`src/etc_pkg.sv`:
```
/*
 * etc_pkg: register indices, field layouts, reset values and mode encodings
 * for the enhanced timer control block.
 * Assumes an 8-bit register port with a 4-bit register index.
 */
package etc_pkg;

	// register indices on the plain register port
	localparam logic [3:0] REG_TIMER_CTRL   = 4'h0;
	localparam logic [3:0] REG_CHAN_A_CTRL  = 4'h1;
	localparam logic [3:0] REG_CHAN_B_CTRL  = 4'h2;
	localparam logic [3:0] REG_COUNT_LO     = 4'h3;
	localparam logic [3:0] REG_COUNT_HI     = 4'h4;
	localparam logic [3:0] REG_CMP_A_LO     = 4'h5;
	localparam logic [3:0] REG_CMP_A_HI     = 4'h6;
	localparam logic [3:0] REG_CMP_B_LO     = 4'h7;
	localparam logic [3:0] REG_CMP_B_HI     = 4'h8;

	localparam int          CNT_W           = 10;
	localparam logic [7:0]  CTRL_RESET      = 8'h00;
	localparam logic [9:0]  CNT_RESET       = 10'h000;
	localparam logic [6:0]  PERIOD_LOW_ONES = 7'h7f;
	localparam int          DIR_BIT         = 1;

	// channel mode field
	localparam logic [1:0] MODE_COMPARE = 2'h0;
	localparam logic [1:0] MODE_CAPTURE = 2'h1;
	localparam logic [1:0] MODE_PWM     = 2'h2;
	localparam logic [1:0] MODE_TIMER   = 2'h3;

	// output function field, per mode
	localparam logic [1:0] CMP_NONE     = 2'h0;
	localparam logic [1:0] CMP_LOW      = 2'h1;
	localparam logic [1:0] CMP_HIGH     = 2'h2;
	localparam logic [1:0] CMP_TOGGLE   = 2'h3;
	localparam logic [1:0] PWM_INACTIVE = 2'h0;
	localparam logic [1:0] PWM_ACTIVE   = 2'h1;
	localparam logic [1:0] PWM_WAVE     = 2'h2;
	localparam logic [1:0] PWM_SPULSE   = 2'h3;
	localparam logic [1:0] CAP_RISE     = 2'h0;
	localparam logic [1:0] CAP_FALL     = 2'h1;
	localparam logic [1:0] CAP_BOTH     = 2'h2;
	localparam logic [1:0] CAP_OFF      = 2'h3;

	// pwm alignment field
	localparam logic [1:0] ALIGN_EDGE   = 2'h0;
	localparam logic [1:0] ALIGN_UP     = 2'h1;
	localparam logic [1:0] ALIGN_DOWN   = 2'h2;
	localparam logic [1:0] ALIGN_BOTH   = 2'h3;

	typedef struct packed {
		logic       counter_pause_bit;
		logic [2:0] clock_select;
		logic       counter_run_bit;
		logic [2:0] period_match_code;
	} etc_timer_ctrl_t;

	// low_bits: channel a {direction (read only), counter_clear_select};
	// channel b pwm_alignment_field
	typedef struct packed {
		logic [1:0] mode_field;
		logic [1:0] output_function;
		logic       initial_level;
		logic       invert;
		logic [1:0] low_bits;
	} etc_chan_ctrl_t;

endpackage : etc_pkg

```
`src/etc_timer.sv`:
```
/*
 * etc_timer: 10-bit two-channel enhanced timer, control registers, counter,
 * period comparator and channel pin logic in one module.
 * Assumes the register port master of the same clock and pins from outside
 * the clock domain; channel pin inputs are synchronised here.
 */
// Overview of operation
// run bit rising clears counter; falling holds counter until next rise
// run bit low stops counting and powers the timer off
// compare mode: run bit rising restores each pin to its initial level
// period code compared with counter bits 9..7; code 000 means 1024 clocks
// clear select 0 clears on period match, 1 on channel A; never B
// overflow clearing only with clear select 0 and period code zero
// clear select ignored in PWM, single pulse and capture modes
// two-bit mode: compare, capture, PWM/single pulse, timer/counter
// software stops the timer before changing modes; timer mode disables pins
// compare mode function: none, drive low, drive high, toggle on match
// PWM function: force inactive, force active, PWM wave, single pulse
// capture function: rising, falling, both edges, disabled
// initial level bit: compare start level, PWM active level; unused in timer
// compare: requested level equal to initial level gives no pin change
// invert bit inverts final channel output; unused in timer mode
// read-only direction flag: 0 counting up, 1 counting down
// software changes PWM function only while the timer is off
// alignment: edge, centre up match, centre down match, centre both
// channel control fields reset to zero; direction read only, rest read/write
// 10-bit up/down counter; 10-bit compare values against all bits
// pause holds the counter powered; clearing resumes from held value
// channel B compare action follows its own comparator match
// both channels share one mode; mixed mode pairs unsupported
`timescale 1ns/10ps
module etc_timer (
	input  wire logic       mclk_i,
	input  wire logic       reset_i,
	input  wire logic [3:0] addr_i,
	input  wire logic [7:0] wdata_i,
	input  wire logic       wr_i,
	input  wire logic       rd_i,
	output logic      [7:0] rdata_o,
	input  wire logic       chan_a_pin_i,
	output logic            chan_a_pin_o,
	output logic            chan_a_pin_oe_o,
	input  wire logic       chan_b_pin_i,
	output logic            chan_b_pin_o,
	output logic            chan_b_pin_oe_o
);

	etc_pkg::etc_timer_ctrl_t ctrl_q;
	etc_pkg::etc_chan_ctrl_t  chan_q [2];
	logic [9:0]               cnt_q;
	logic                     dir_q;
	logic [9:0]               cmp_q [2];
	logic                     run_prev_q;
	logic [1:0]               sync1_q;
	logic [1:0]               sync2_q;
	logic [1:0]               pin_prev_q;
	logic [1:0]               level_q;
	logic [1:0]               pin_q;
	logic [1:0]               oe_q;
	logic [7:0]               rdata_q;

	logic       run;
	logic       counting;
	logic       run_rise;
	logic [1:0] mode_a;
	logic [2:0] code_m1;
	logic [9:0] top;
	logic       p_hit;
	logic [1:0] match;
	logic [1:0] cap;
	logic       centre;
	logic       clr_sel;
	logic       sp_stop;
	logic       ctrl_wr;
	logic [7:0] rd_mux;

	assign run      = ctrl_q.counter_run_bit;
	assign counting = run & ~ctrl_q.counter_pause_bit;
	assign run_rise = run & ~run_prev_q;
	assign mode_a   = chan_q[0].mode_field;
	assign ctrl_wr  = wr_i && (addr_i == etc_pkg::REG_TIMER_CTRL);

	// period top is code*128-1, so code 000 wraps at 1023: the overflow case
	assign code_m1 = ctrl_q.period_match_code - 3'h1;
	assign top     = {code_m1, etc_pkg::PERIOD_LOW_ONES};
	assign p_hit   = (cnt_q == top);
	assign match[0] = (cnt_q == cmp_q[0]);
	assign match[1] = (cnt_q == cmp_q[1]);

	assign centre = (mode_a == etc_pkg::MODE_PWM) &&
		(chan_q[0].output_function != etc_pkg::PWM_SPULSE) &&
		(chan_q[1].low_bits != etc_pkg::ALIGN_EDGE);

	// clear select only steers compare and timer modes
	always_comb
	begin
		unique case (mode_a)
			etc_pkg::MODE_COMPARE,
			etc_pkg::MODE_TIMER:   clr_sel = chan_q[0].low_bits[0] ? match[0] : p_hit;
			etc_pkg::MODE_CAPTURE: clr_sel = p_hit;
			etc_pkg::MODE_PWM:     clr_sel = (chan_q[0].output_function == etc_pkg::PWM_SPULSE) ? 1'b0 : p_hit;
		endcase
	end

	assign sp_stop = counting && (mode_a == etc_pkg::MODE_PWM) &&
		(chan_q[0].output_function == etc_pkg::PWM_SPULSE) && match[0];

	always_ff @(posedge mclk_i)
	begin
		if (reset_i)
			ctrl_q <= etc_pkg::CTRL_RESET;
		else if (ctrl_wr)
			ctrl_q <= wdata_i;
		else if (sp_stop)
			ctrl_q.counter_run_bit <= 1'b0;
	end

	always_ff @(posedge mclk_i)
	begin
		if (reset_i)
			run_prev_q <= 1'b0;
		else
			run_prev_q <= run;
	end

	// direction bit of channel a register is stored but never read back
	always_ff @(posedge mclk_i)
	begin
		if (reset_i)
		begin
			chan_q[0] <= etc_pkg::CTRL_RESET;
			chan_q[1] <= etc_pkg::CTRL_RESET;
		end
		else if (wr_i && addr_i == etc_pkg::REG_CHAN_A_CTRL)
			chan_q[0] <= wdata_i;
		else if (wr_i && addr_i == etc_pkg::REG_CHAN_B_CTRL)
			chan_q[1] <= wdata_i;
	end

	always_ff @(posedge mclk_i)
	begin
		if (reset_i)
		begin
			cnt_q <= etc_pkg::CNT_RESET;
			dir_q <= 1'b0;
		end
		else if (run_rise)
		begin
			cnt_q <= etc_pkg::CNT_RESET;
			dir_q <= 1'b0;
		end
		else if (counting)
		begin
			if (centre)
			begin
				if (!dir_q && cnt_q == top)
				begin
					dir_q <= 1'b1;
					cnt_q <= cnt_q - 10'h001;
				end
				else if (dir_q && cnt_q == etc_pkg::CNT_RESET)
				begin
					dir_q <= 1'b0;
					cnt_q <= cnt_q + 10'h001;
				end
				else if (dir_q)
					cnt_q <= cnt_q - 10'h001;
				else
					cnt_q <= cnt_q + 10'h001;
			end
			else
			begin
				dir_q <= 1'b0;
				if (clr_sel)
					cnt_q <= etc_pkg::CNT_RESET;
				else
					cnt_q <= cnt_q + 10'h001;
			end
		end
	end

	// pins come from outside the clock domain: two flops before any logic
	always_ff @(posedge mclk_i)
	begin
		if (reset_i)
		begin
			sync1_q    <= 2'h0;
			sync2_q    <= 2'h0;
			pin_prev_q <= 2'h0;
		end
		else
		begin
			sync1_q    <= {chan_b_pin_i, chan_a_pin_i};
			sync2_q    <= sync1_q;
			pin_prev_q <= sync2_q;
		end
	end

	for (genvar i = 0; i < 2; i++)
	begin : g_cap
		always_comb
		begin
			cap[i] = 1'b0;
			if (run && chan_q[i].mode_field == etc_pkg::MODE_CAPTURE)
			begin
				unique case (chan_q[i].output_function)
					etc_pkg::CAP_RISE: cap[i] = sync2_q[i] & ~pin_prev_q[i];
					etc_pkg::CAP_FALL: cap[i] = ~sync2_q[i] & pin_prev_q[i];
					etc_pkg::CAP_BOTH: cap[i] = sync2_q[i] ^ pin_prev_q[i];
					etc_pkg::CAP_OFF:  cap[i] = 1'b0;
				endcase
			end
		end

		// a capture in the same cycle as a software write wins
		always_ff @(posedge mclk_i)
		begin
			if (reset_i)
				cmp_q[i] <= etc_pkg::CNT_RESET;
			else if (cap[i])
				cmp_q[i] <= cnt_q;
			else if (wr_i && addr_i == etc_pkg::REG_CMP_A_LO + 4'(2 * i))
				cmp_q[i][7:0] <= wdata_i;
			else if (wr_i && addr_i == etc_pkg::REG_CMP_A_HI + 4'(2 * i))
				cmp_q[i][9:8] <= wdata_i[1:0];
		end

		// pwm waveform level is kept as "active", mapped to a pin level later
		always_ff @(posedge mclk_i)
		begin
			if (reset_i)
				level_q[i] <= 1'b0;
			else
			begin
				unique case (chan_q[i].mode_field)
					etc_pkg::MODE_COMPARE:
					begin
						if (run_rise)
							level_q[i] <= chan_q[i].initial_level;
						else if (counting && match[i])
						begin
							unique case (chan_q[i].output_function)
								etc_pkg::CMP_NONE: level_q[i] <= level_q[i];
								etc_pkg::CMP_LOW:
									if (chan_q[i].initial_level)
										level_q[i] <= 1'b0;
								etc_pkg::CMP_HIGH:
									if (!chan_q[i].initial_level)
										level_q[i] <= 1'b1;
								etc_pkg::CMP_TOGGLE: level_q[i] <= ~level_q[i];
							endcase
						end
					end
					etc_pkg::MODE_PWM:
					begin
						unique case (chan_q[i].output_function)
							etc_pkg::PWM_INACTIVE: level_q[i] <= 1'b0;
							etc_pkg::PWM_ACTIVE:   level_q[i] <= 1'b1;
							etc_pkg::PWM_SPULSE:   level_q[i] <= run & ~sp_stop;
							etc_pkg::PWM_WAVE:
							if (run_rise)
								level_q[i] <= 1'b1;
							else if (counting)
							begin
								if (!centre)
								begin
									if (match[i])
										level_q[i] <= 1'b0;
									else if (clr_sel)
										level_q[i] <= 1'b1;
								end
								else if (match[i] && !dir_q &&
									chan_q[1].low_bits != etc_pkg::ALIGN_DOWN)
									level_q[i] <= 1'b0;
								else if (match[i] && dir_q &&
									chan_q[1].low_bits != etc_pkg::ALIGN_UP)
									level_q[i] <= 1'b1;
								else if (cnt_q == etc_pkg::CNT_RESET &&
									chan_q[1].low_bits == etc_pkg::ALIGN_UP)
									level_q[i] <= 1'b1;
								else if (!dir_q && cnt_q == top &&
									chan_q[1].low_bits == etc_pkg::ALIGN_DOWN)
									level_q[i] <= 1'b0;
							end
						endcase
					end
					etc_pkg::MODE_CAPTURE,
					etc_pkg::MODE_TIMER: level_q[i] <= level_q[i];
				endcase
			end
		end

		always_ff @(posedge mclk_i)
		begin
			if (reset_i)
			begin
				pin_q[i] <= 1'b0;
				oe_q[i]  <= 1'b0;
			end
			else
			begin
				unique case (chan_q[i].mode_field)
					etc_pkg::MODE_COMPARE:
					begin
						pin_q[i] <= level_q[i] ^ chan_q[i].invert;
						oe_q[i]  <= 1'b1;
					end
					etc_pkg::MODE_PWM:
					begin
						pin_q[i] <= (level_q[i] ? chan_q[i].initial_level : ~chan_q[i].initial_level)
							^ chan_q[i].invert;
						oe_q[i]  <= 1'b1;
					end
					etc_pkg::MODE_CAPTURE,
					etc_pkg::MODE_TIMER:
					begin
						pin_q[i] <= 1'b0;
						oe_q[i]  <= 1'b0;
					end
				endcase
			end
		end
	end

	always_comb
	begin
		unique case (addr_i)
			etc_pkg::REG_TIMER_CTRL:  rd_mux = ctrl_q;
			etc_pkg::REG_CHAN_A_CTRL: rd_mux = {chan_q[0][7:2], dir_q, chan_q[0].low_bits[0]};
			etc_pkg::REG_CHAN_B_CTRL: rd_mux = chan_q[1];
			etc_pkg::REG_COUNT_LO:    rd_mux = cnt_q[7:0];
			etc_pkg::REG_COUNT_HI:    rd_mux = {6'h00, cnt_q[9:8]};
			etc_pkg::REG_CMP_A_LO:    rd_mux = cmp_q[0][7:0];
			etc_pkg::REG_CMP_A_HI:    rd_mux = {6'h00, cmp_q[0][9:8]};
			etc_pkg::REG_CMP_B_LO:    rd_mux = cmp_q[1][7:0];
			etc_pkg::REG_CMP_B_HI:    rd_mux = {6'h00, cmp_q[1][9:8]};
			default:                  rd_mux = 8'h00;
		endcase
	end

	always_ff @(posedge mclk_i)
	begin
		if (reset_i)
			rdata_q <= 8'h00;
		else if (rd_i)
			rdata_q <= rd_mux;
		else
			rdata_q <= 8'h00;
	end

	assign rdata_o         = rdata_q;
	assign chan_a_pin_o    = pin_q[0];
	assign chan_a_pin_oe_o = oe_q[0];
	assign chan_b_pin_o    = pin_q[1];
	assign chan_b_pin_oe_o = oe_q[1];

	a_run_rise_clear: assert property (
		@(posedge mclk_i) disable iff (reset_i) run_rise |=> cnt_q == 10'h000)
		else $error("counter not cleared on run rise");

	a_stop_hold: assert property (
		@(posedge mclk_i) disable iff (reset_i) (!counting && !run_rise) |=> $stable(cnt_q))
		else $error("counter moved while stopped or paused");

	a_period_clear: assert property (
		@(posedge mclk_i) disable iff (reset_i)
		(counting && !run_rise && !centre && clr_sel) |=> cnt_q == 10'h000)
		else $error("counter not cleared on selected match");

	a_dir_readback: assert property (
		@(posedge mclk_i) disable iff (reset_i)
		(rd_i && addr_i == etc_pkg::REG_CHAN_A_CTRL) |=> rdata_o[etc_pkg::DIR_BIT] == $past(dir_q))
		else $error("direction flag read back wrong");

	a_centre_turn: assert property (
		@(posedge mclk_i) disable iff (reset_i)
		(counting && !run_rise && centre && !dir_q && cnt_q == top) ##1 counting [*2] |-> dir_q)
		else $error("centre count did not turn at top");

	a_init_restore: assert property (
		@(posedge mclk_i) disable iff (reset_i)
		(run_rise && chan_q[0].mode_field == etc_pkg::MODE_COMPARE) |=> level_q[0] == $past(chan_q[0].initial_level))
		else $error("pin level not restored on run rise");

	a_toggle_match: assert property (
		@(posedge mclk_i) disable iff (reset_i)
		(counting && !run_rise && match[1] && chan_q[1].mode_field == etc_pkg::MODE_COMPARE &&
		chan_q[1].output_function == etc_pkg::CMP_TOGGLE) |=> level_q[1] != $past(level_q[1]))
		else $error("toggle on match missing");

	a_same_level: assert property (
		@(posedge mclk_i) disable iff (reset_i)
		(counting && !run_rise && match[0] && chan_q[0].mode_field == etc_pkg::MODE_COMPARE &&
		chan_q[0].output_function == etc_pkg::CMP_LOW && !chan_q[0].initial_level) |=> $stable(level_q[0]))
		else $error("pin changed though level equals initial");

	a_invert_out: assert property (
		@(posedge mclk_i) disable iff (reset_i)
		(chan_q[1].mode_field == etc_pkg::MODE_COMPARE) |=> chan_b_pin_o == ($past(level_q[1]) ^ $past(chan_q[1].invert)))
		else $error("output polarity wrong");

	a_timer_no_drive: assert property (
		@(posedge mclk_i) disable iff (reset_i)
		(chan_q[1].mode_field == etc_pkg::MODE_TIMER) |=> !chan_b_pin_oe_o)
		else $error("pin driven in timer mode");

	a_capture_load: assert property (
		@(posedge mclk_i) disable iff (reset_i) cap[0] |=> cmp_q[0] == $past(cnt_q))
		else $error("capture did not load counter value");

	a_pulse_stop: assert property (
		@(posedge mclk_i) disable iff (reset_i) (sp_stop && !ctrl_wr) |=> !run)
		else $error("single pulse did not stop the timer");

endmodule : etc_timer

```
`config.mk`:
```
export PLATFORM = sky130hd
export DESIGN_NAME = etc_timer
export DESIGN_NICKNAME = d
export VERILOG_FILES = /design/src/etc_pkg.sv /design/src/etc_timer.sv
export SDC_FILE = /design/constraint.sdc
export NUM_CORES = 1
export LEC_CHECK = 0
export BUFFER_PORTS_ARGS = -buffer_cell sky130_fd_sc_hd__buf_2
export CELL_PAD_IN_SITES_DETAIL_PLACEMENT = 0
export CELL_PAD_IN_SITES_GLOBAL_PLACEMENT = 1
export CORE_MARGIN = 2
export CORE_UTILIZATION = 38
export CTS_CLUSTER_DIAMETER = 150
export DETAILED_ROUTE_END_ITERATION = 10
export PLACE_DENSITY_LB_ADDON = 0.1
export SLEW_MARGIN = 20
export SYNTH_ARGS = -nofsm -noshare
export SYNTH_HDL_FRONTEND = slang
export SYNTH_SLANG_ARGS = --single-unit
```
`constraint.sdc`:
```
create_clock -name mclk_i -period 5 [get_ports mclk_i]
set_input_delay 1.25 -clock mclk_i [delete_from_list [all_inputs] [get_ports mclk_i]]
set_output_delay 1.25 -clock mclk_i [all_outputs]
set_load 0.02 [all_outputs]
```
**Word level (Yosys, flattened, before mapping)**

Memories as Yosys holds them, arrays and structs flattened.
Index checks and enable logic that the tools add are counted.
Widths: inputs -> output; s select.

- Output and inout bits: 12
- Input bits: 18
- Word-level logic and storage cells: 241
- RAM bits: 36
- Flip-flop bits (word level): 40
- Memories: 2

- Reduce and logical (&&, ||, !) cells: 47
- Equal/unequal tests: 43
- Bitwise operators: 35
- Mux-type cells: 94
- $add $sub $neg: 3

Memory list:

| memory | words | bits a word | rd ports | clocked after Yosys merged registers in | wr ports | RTL line | text |
|---|---|---|---|---|---|---|---|
| cmp_q | 2 | 10 | 2 | 0 | 2 | etc_timer.sv:52 | `logic [9:0] cmp_q [2];` |
| chan_q | 2 | 8 | 2 | 0 | 2 | etc_timer.sv:49 | `etc_pkg::etc_chan_ctrl_t chan_q [2];` |

Operators by type and width:

| cell | count |
|---|---|
| $pmux 8 s9 | 1 |
| $mux 10 | 7 |
| $mux 1 | 67 |
| $mux 8 | 4 |
| $eq 10x10->1 | 3 |
| $logic_and 1x1->1 | 28 |
| $ne 4x4->1 const B | 6 |
| $eq 2x2->1 const B | 9 |
| $eq 4x3->1 const B | 4 |
| $ne 8x8->1 const B | 2 |
| $pmux 1 s4 | 4 |
| $reduce_and 8->1 | 2 |
| $pmux 1 s3 | 5 |
| $not 1->1 | 14 |
| $reduce_or 2->1 | 7 |
| $ne 3x3->1 const B | 4 |
| $ne 6x6->1 const B | 2 |
| $add 10x1->10 const B | 1 |
| $eq 2x1->1 const B | 5 |
| $logic_not 10->1 | 1 |
| $sub 10x1->10 const B | 1 |
| $eq 4x2->1 const B | 2 |
| $logic_not 2->1 | 4 |
| $or 1x1->1 | 8 |
| 14 further kinds | 31 |

**Logic depth before layout (Yosys ltp)**

- Word-level depth: 13
- Mapped depth: 10
- Mapped depth without buffers: 9

**Worst setup path after synthesis**

OpenSTA, ideal clock, no wires.

- Path kind: input to register
- Start point: input addr_i[0]
- End point: memory chan_q[0][0] (netlist bit) (data pin)
- Arrival time: 2.592 ns
- Library setup time: 0.138 ns
- Path slack: 2.269 ns
- Cell stages on the path: 5
- Buffers on the path: 1
- Data required time: 4.862 ns
- Cell sequence: clkbuf_1 > nor2b_1 > nor2_1 > nor4bb_1 > and2_1

RTL lines:

| what | RTL line | text |
|---|---|---|
| start, declared | etc_timer.sv:35 | `input wire logic [3:0] addr_i,` |
| end, declared | etc_timer.sv:49 |  |

**Final worst setup path**

- Start point: register cnt_q[1]
- End point: register cnt_q[6]

- Cells in the longest elaborated chain, start to end: 5
- Elaborated cells between the ends (all ways): 15
- Those cells by class: add/sub (2); eq/ne (2); mux (8); reduce/logical (3)

Ends and longest elaborated chain:

| what | RTL line | text |
|---|---|---|
| start, declared | etc_timer.sv:50 | `logic [9:0] cnt_q;` |
| start signal, assigned | etc_timer.sv:144 | `cnt_q <= etc_pkg::CNT_RESET;` |
| start signal, assigned | etc_timer.sv:149 | `cnt_q <= etc_pkg::CNT_RESET;` |
| start signal, assigned | etc_timer.sv:159 | `cnt_q <= cnt_q - 10'h001;` |
| $add 10x1->10 (tied with other cells) | etc_timer.sv:164, etc_timer.sv:169, etc_timer.sv:177 |  |
| $mux 10 (tied with other cells) | etc_timer.sv:166 | `else if (dir_q)` |
| $mux 10 or $pmux 1 s3 (tied branches) | etc_timer.sv:161, etc_timer.sv:97 |  |
| $mux 10, on equally long branches | etc_timer.sv:156, etc_timer.sv:174 |  |
| $mux 10 * | etc_timer.sv:154 | `if (centre)` |

Mark *: on every way between the ends. The rest lies on a longest branch, timed or not.
A chain may end at the register's enable or synchronous reset.

==> impl_metrics.json <==
{
  "cts_sinks": 75,
  "setup_viol": 0,
  "first_pass_iters": 4,
  "ios": 30,
  "slowest_delay_ns": 0.64,
  "start_kind": "flip-flop",
  "nNetsFinal": 536,
  "max_clock_freq_mhz": 335,
  "post-synth-top-area-cell": "edfxtp_1",
  "final_cells": 679,
  "start_util_pct": 39.0,
  "grt_pass1_wl_mm": 21.6,
  "async_flop_share_pct": 0,
  "dp_hpwl_mm": 10.0,
  "synth_seq_area_share_pct": 39.4,
  "required_ns": 5.23,
  "synth_compound_area_share_pct": 16.7,
  "fin_util_pct": 43.3,
  "path_clk_slew_ns": 0.06,
  "hold_depth": 1,
  "vias": 3842,
  "timing.setup.tns_ns": 0,
  "fin_area_um2": 5220,
  "grt_usage_pct": 22.1,
  "synthMuxAreaShare_pct": 9.00,
  "die-width_um": 115,
  "grt_max_degree": 37,
  "synth_xor_area_share_pct": 6.26,
  "hp-class": "flip-flop to flip-flop",
  "synth_top_family_by_area": "simple AND/OR/NAND/NOR gates",
  "synthCells": 501,
  "synthAdderAreaFrac_pct": 3.20,
  "grt_pass1_vias": 3758,
  "drtAntennaViolNets": 0,
  "cp-end-kind": "flip-flop",
  "synth-simple-area-share_pct": 20.7,
  "crit_fanout": 10,
  "die_area_um2": 13300,
  "crit_type": "flip-flop to flip-flop",
  "whs_ns": 0.443,
  "post_dp_cell_area_um2": 4910,
  "routed_wl_mm": 13.9,
  "p_per_area_nw_per_um2": 286,
  "place_congestion": 0.878,
  "postCtsHoldBufs": 0,
  "cts_buffer_depth": 2,
  "cap_violations": 0,
  "cts_made_buffers": 9,
  "syn_area_um2": 4700,
  "synth.area.top_cells": "edfxtp_1 (22%), dfxtp_1 (17%), xnor2_1 (4.8%)",
  "skew_ns": 0.00858,
  "synthesis.nets": 531,
  "preCtsSetupSlack_ns": 1.71,
  "ys_warn_count": 0,
  "period_minus_slack_ns": 2.99,
  "io_buffer_count": 29,
  "ys.flop_type": "dfxtp_1",
  "drc": 0,
  "chipHeight_um": 115,
  "cts_max_level": 3,
  "hold_viol": 0,
  "tightest_slew_ns": 0.792,
  "clock_latency_ns": 0.35,
  "synth_cell_type_count": 67,
  "avgSynthCellArea_um2": 9.38,
  "ys_ff_latch": 75,
  "dpl.cell_count": 663,
  "drive_above_1_share_pct": 13.9,
  "rsz0062_at_grt": "no",
  "cts_resized": 0,
  "drtIter0Drc": 201,
  "p_leak_nw": 1.92,
  "status": "complete, no violations",
  "crit_chain": "ha_1 > nand4_1 > nor4_4 > a22oi_4 > or4_1 > o31ai_1 > o21ai_1 > a31o_1",
  "cpMaxStageDelayCell": "dfxtp_1",
  "arrival_ns": 3.22,
  "setup_slack_ns": 2.01,
  "syn_to_final_growth_pct": 11.1,
  "grt-ovfl-total": 0,
  "total_power_mw": 1.50,
  "peakVddDrop_uv": 118,
  "cts_setup_buffers": 0,
  "cts_tree": "done",
  "grt_antenna_before_repair": 0,
  "r2r_cells": 8,
  "synth_edf_count": 35,
  "row_count": 40,
  "root_buffer": "clkbuf_16",
  "routedWlPerCell_um": 20.4,
  "vias_per_cell": 5.66,
  "n_antenna_cell": 0,
  "slew_headroom_pct": 46.8,
  "synth_top_area_share_pct": 22.4,
  "final_max_slew_viol_count": 0,
  "timing.final.crit_share_pct": 59.7,
  "core-area_um2": 12100
}
## where the power goes
group / internal, mW / switching [mW] / total, mW / leakage [nW]
combinational: 0.0609 / 0.0882 / 0.149 / 1.11
sequential: 0.665 / 0.0297 / 0.695 / 0.676
clock: 0.381 / 0.271 / 0.652 / 0.133
## worst max-delay path: cells and delay by family, from the launching register on
family | cells | cell delay (ns)
AND/OR/NAND/NOR | 3 | 1.30
flip-flops | 1 | 0.64
AO/OA/AOI/OAI | 4 | 0.59
adder cells (fa/ha/maj) | 1 | 0.34
## final cells by class
| class | count | area, um2 |
|---|---|---|
| Tap cell | 168 | 210 |
| Clock buffer | 13 | 272 |
| Inverter | 15 | 56.3 |
| Sequential cell | 75 | 1850 |
| Clock inverter | 3 | 22.5 |
| Fill cell | 1215 | 6840 |
| Multi-Input combinational cell | 373 | 2640 |
| Timing Repair Buffer | 32 | 168 |
## synthesized netlist by cell type (5+ instances only)
master,count
and3_1,6
edfxtp_1,35
o21ai_0,14
xor2_1,5
ha_1,12
clkbuf_1,27
nor2b_1,14
dfxtp_1,40
nand2b_1,14
mux2_2,7
a211oi_1,6
nand3_1,12
buf_2,5
nor3_1,11
nand2_1,31
a21oi_1,25
nand4_1,5
a22o_1,20
o22ai_1,7
mux2i_1,22
and2_1,12
inv_1,15
o31ai_1,5
nor2_1,54
mux4_2,5
xnor2_1,26
## registers in the layout (all words and copies together), names as in the netlist
register,count
run,1
pin_prev_q,2
dir_q,1
chan_a_pin_oe_o,1
sync1_q,2
sync2_q,2
cnt_q,10
rdata_o,8
run_prev_q,1
cmp_q,20
chan_b_pin_o,1
chan_q,15
chan_b_pin_oe_o,1
ctrl_q,7
level_q,2
chan_a_pin_o,1
## worst paths after layout
kind	from	endpoint	slack [ns]
setup / recovery	cnt_q[1]	cnt_q[6]	2.01
hold / removal	sync1_q[1]	sync2_q[1]	0.44
setup reg to reg	cnt_q[1]	cnt_q[6]	2.01
hold reg to reg	sync1_q[1]	sync2_q[1]	0.44
## cells by family after synthesis
logic type | count (synthesis)
xor gates and xnor gates | 32
buffers and inverters | 53
DFF | 75
AOI/OAI and AO/OA | 110
muxes | 35
and+or+nand+nor | 184
adders and majority gates | 12
## cell usage in the layout, fill, tap and decap left out, types with 12 or more instances in the layout
master    count
a21oi_1      25
a22o_1       20
and2_1       12
buf_2        29
dfxtp_1      40
edfxtp_1     35
ha_1         12
inv_1        15
mux2i_1      22
nand2_1      31
nand2b_1     14
nand3_1      12
nor2_1       54
nor2b_1      14
o21ai_0      14
xnor2_1      26
## routing by layer
metal,vias to the layer above,wire (um),global-route usage [%]
met2,122,6090,33.6
li1,1839,-,-
met5,-,0,0
met4,0,714,13.5
met1,1844,6380,29.2
met3,37,684,3.95
(Power assumes the default switching activity.)
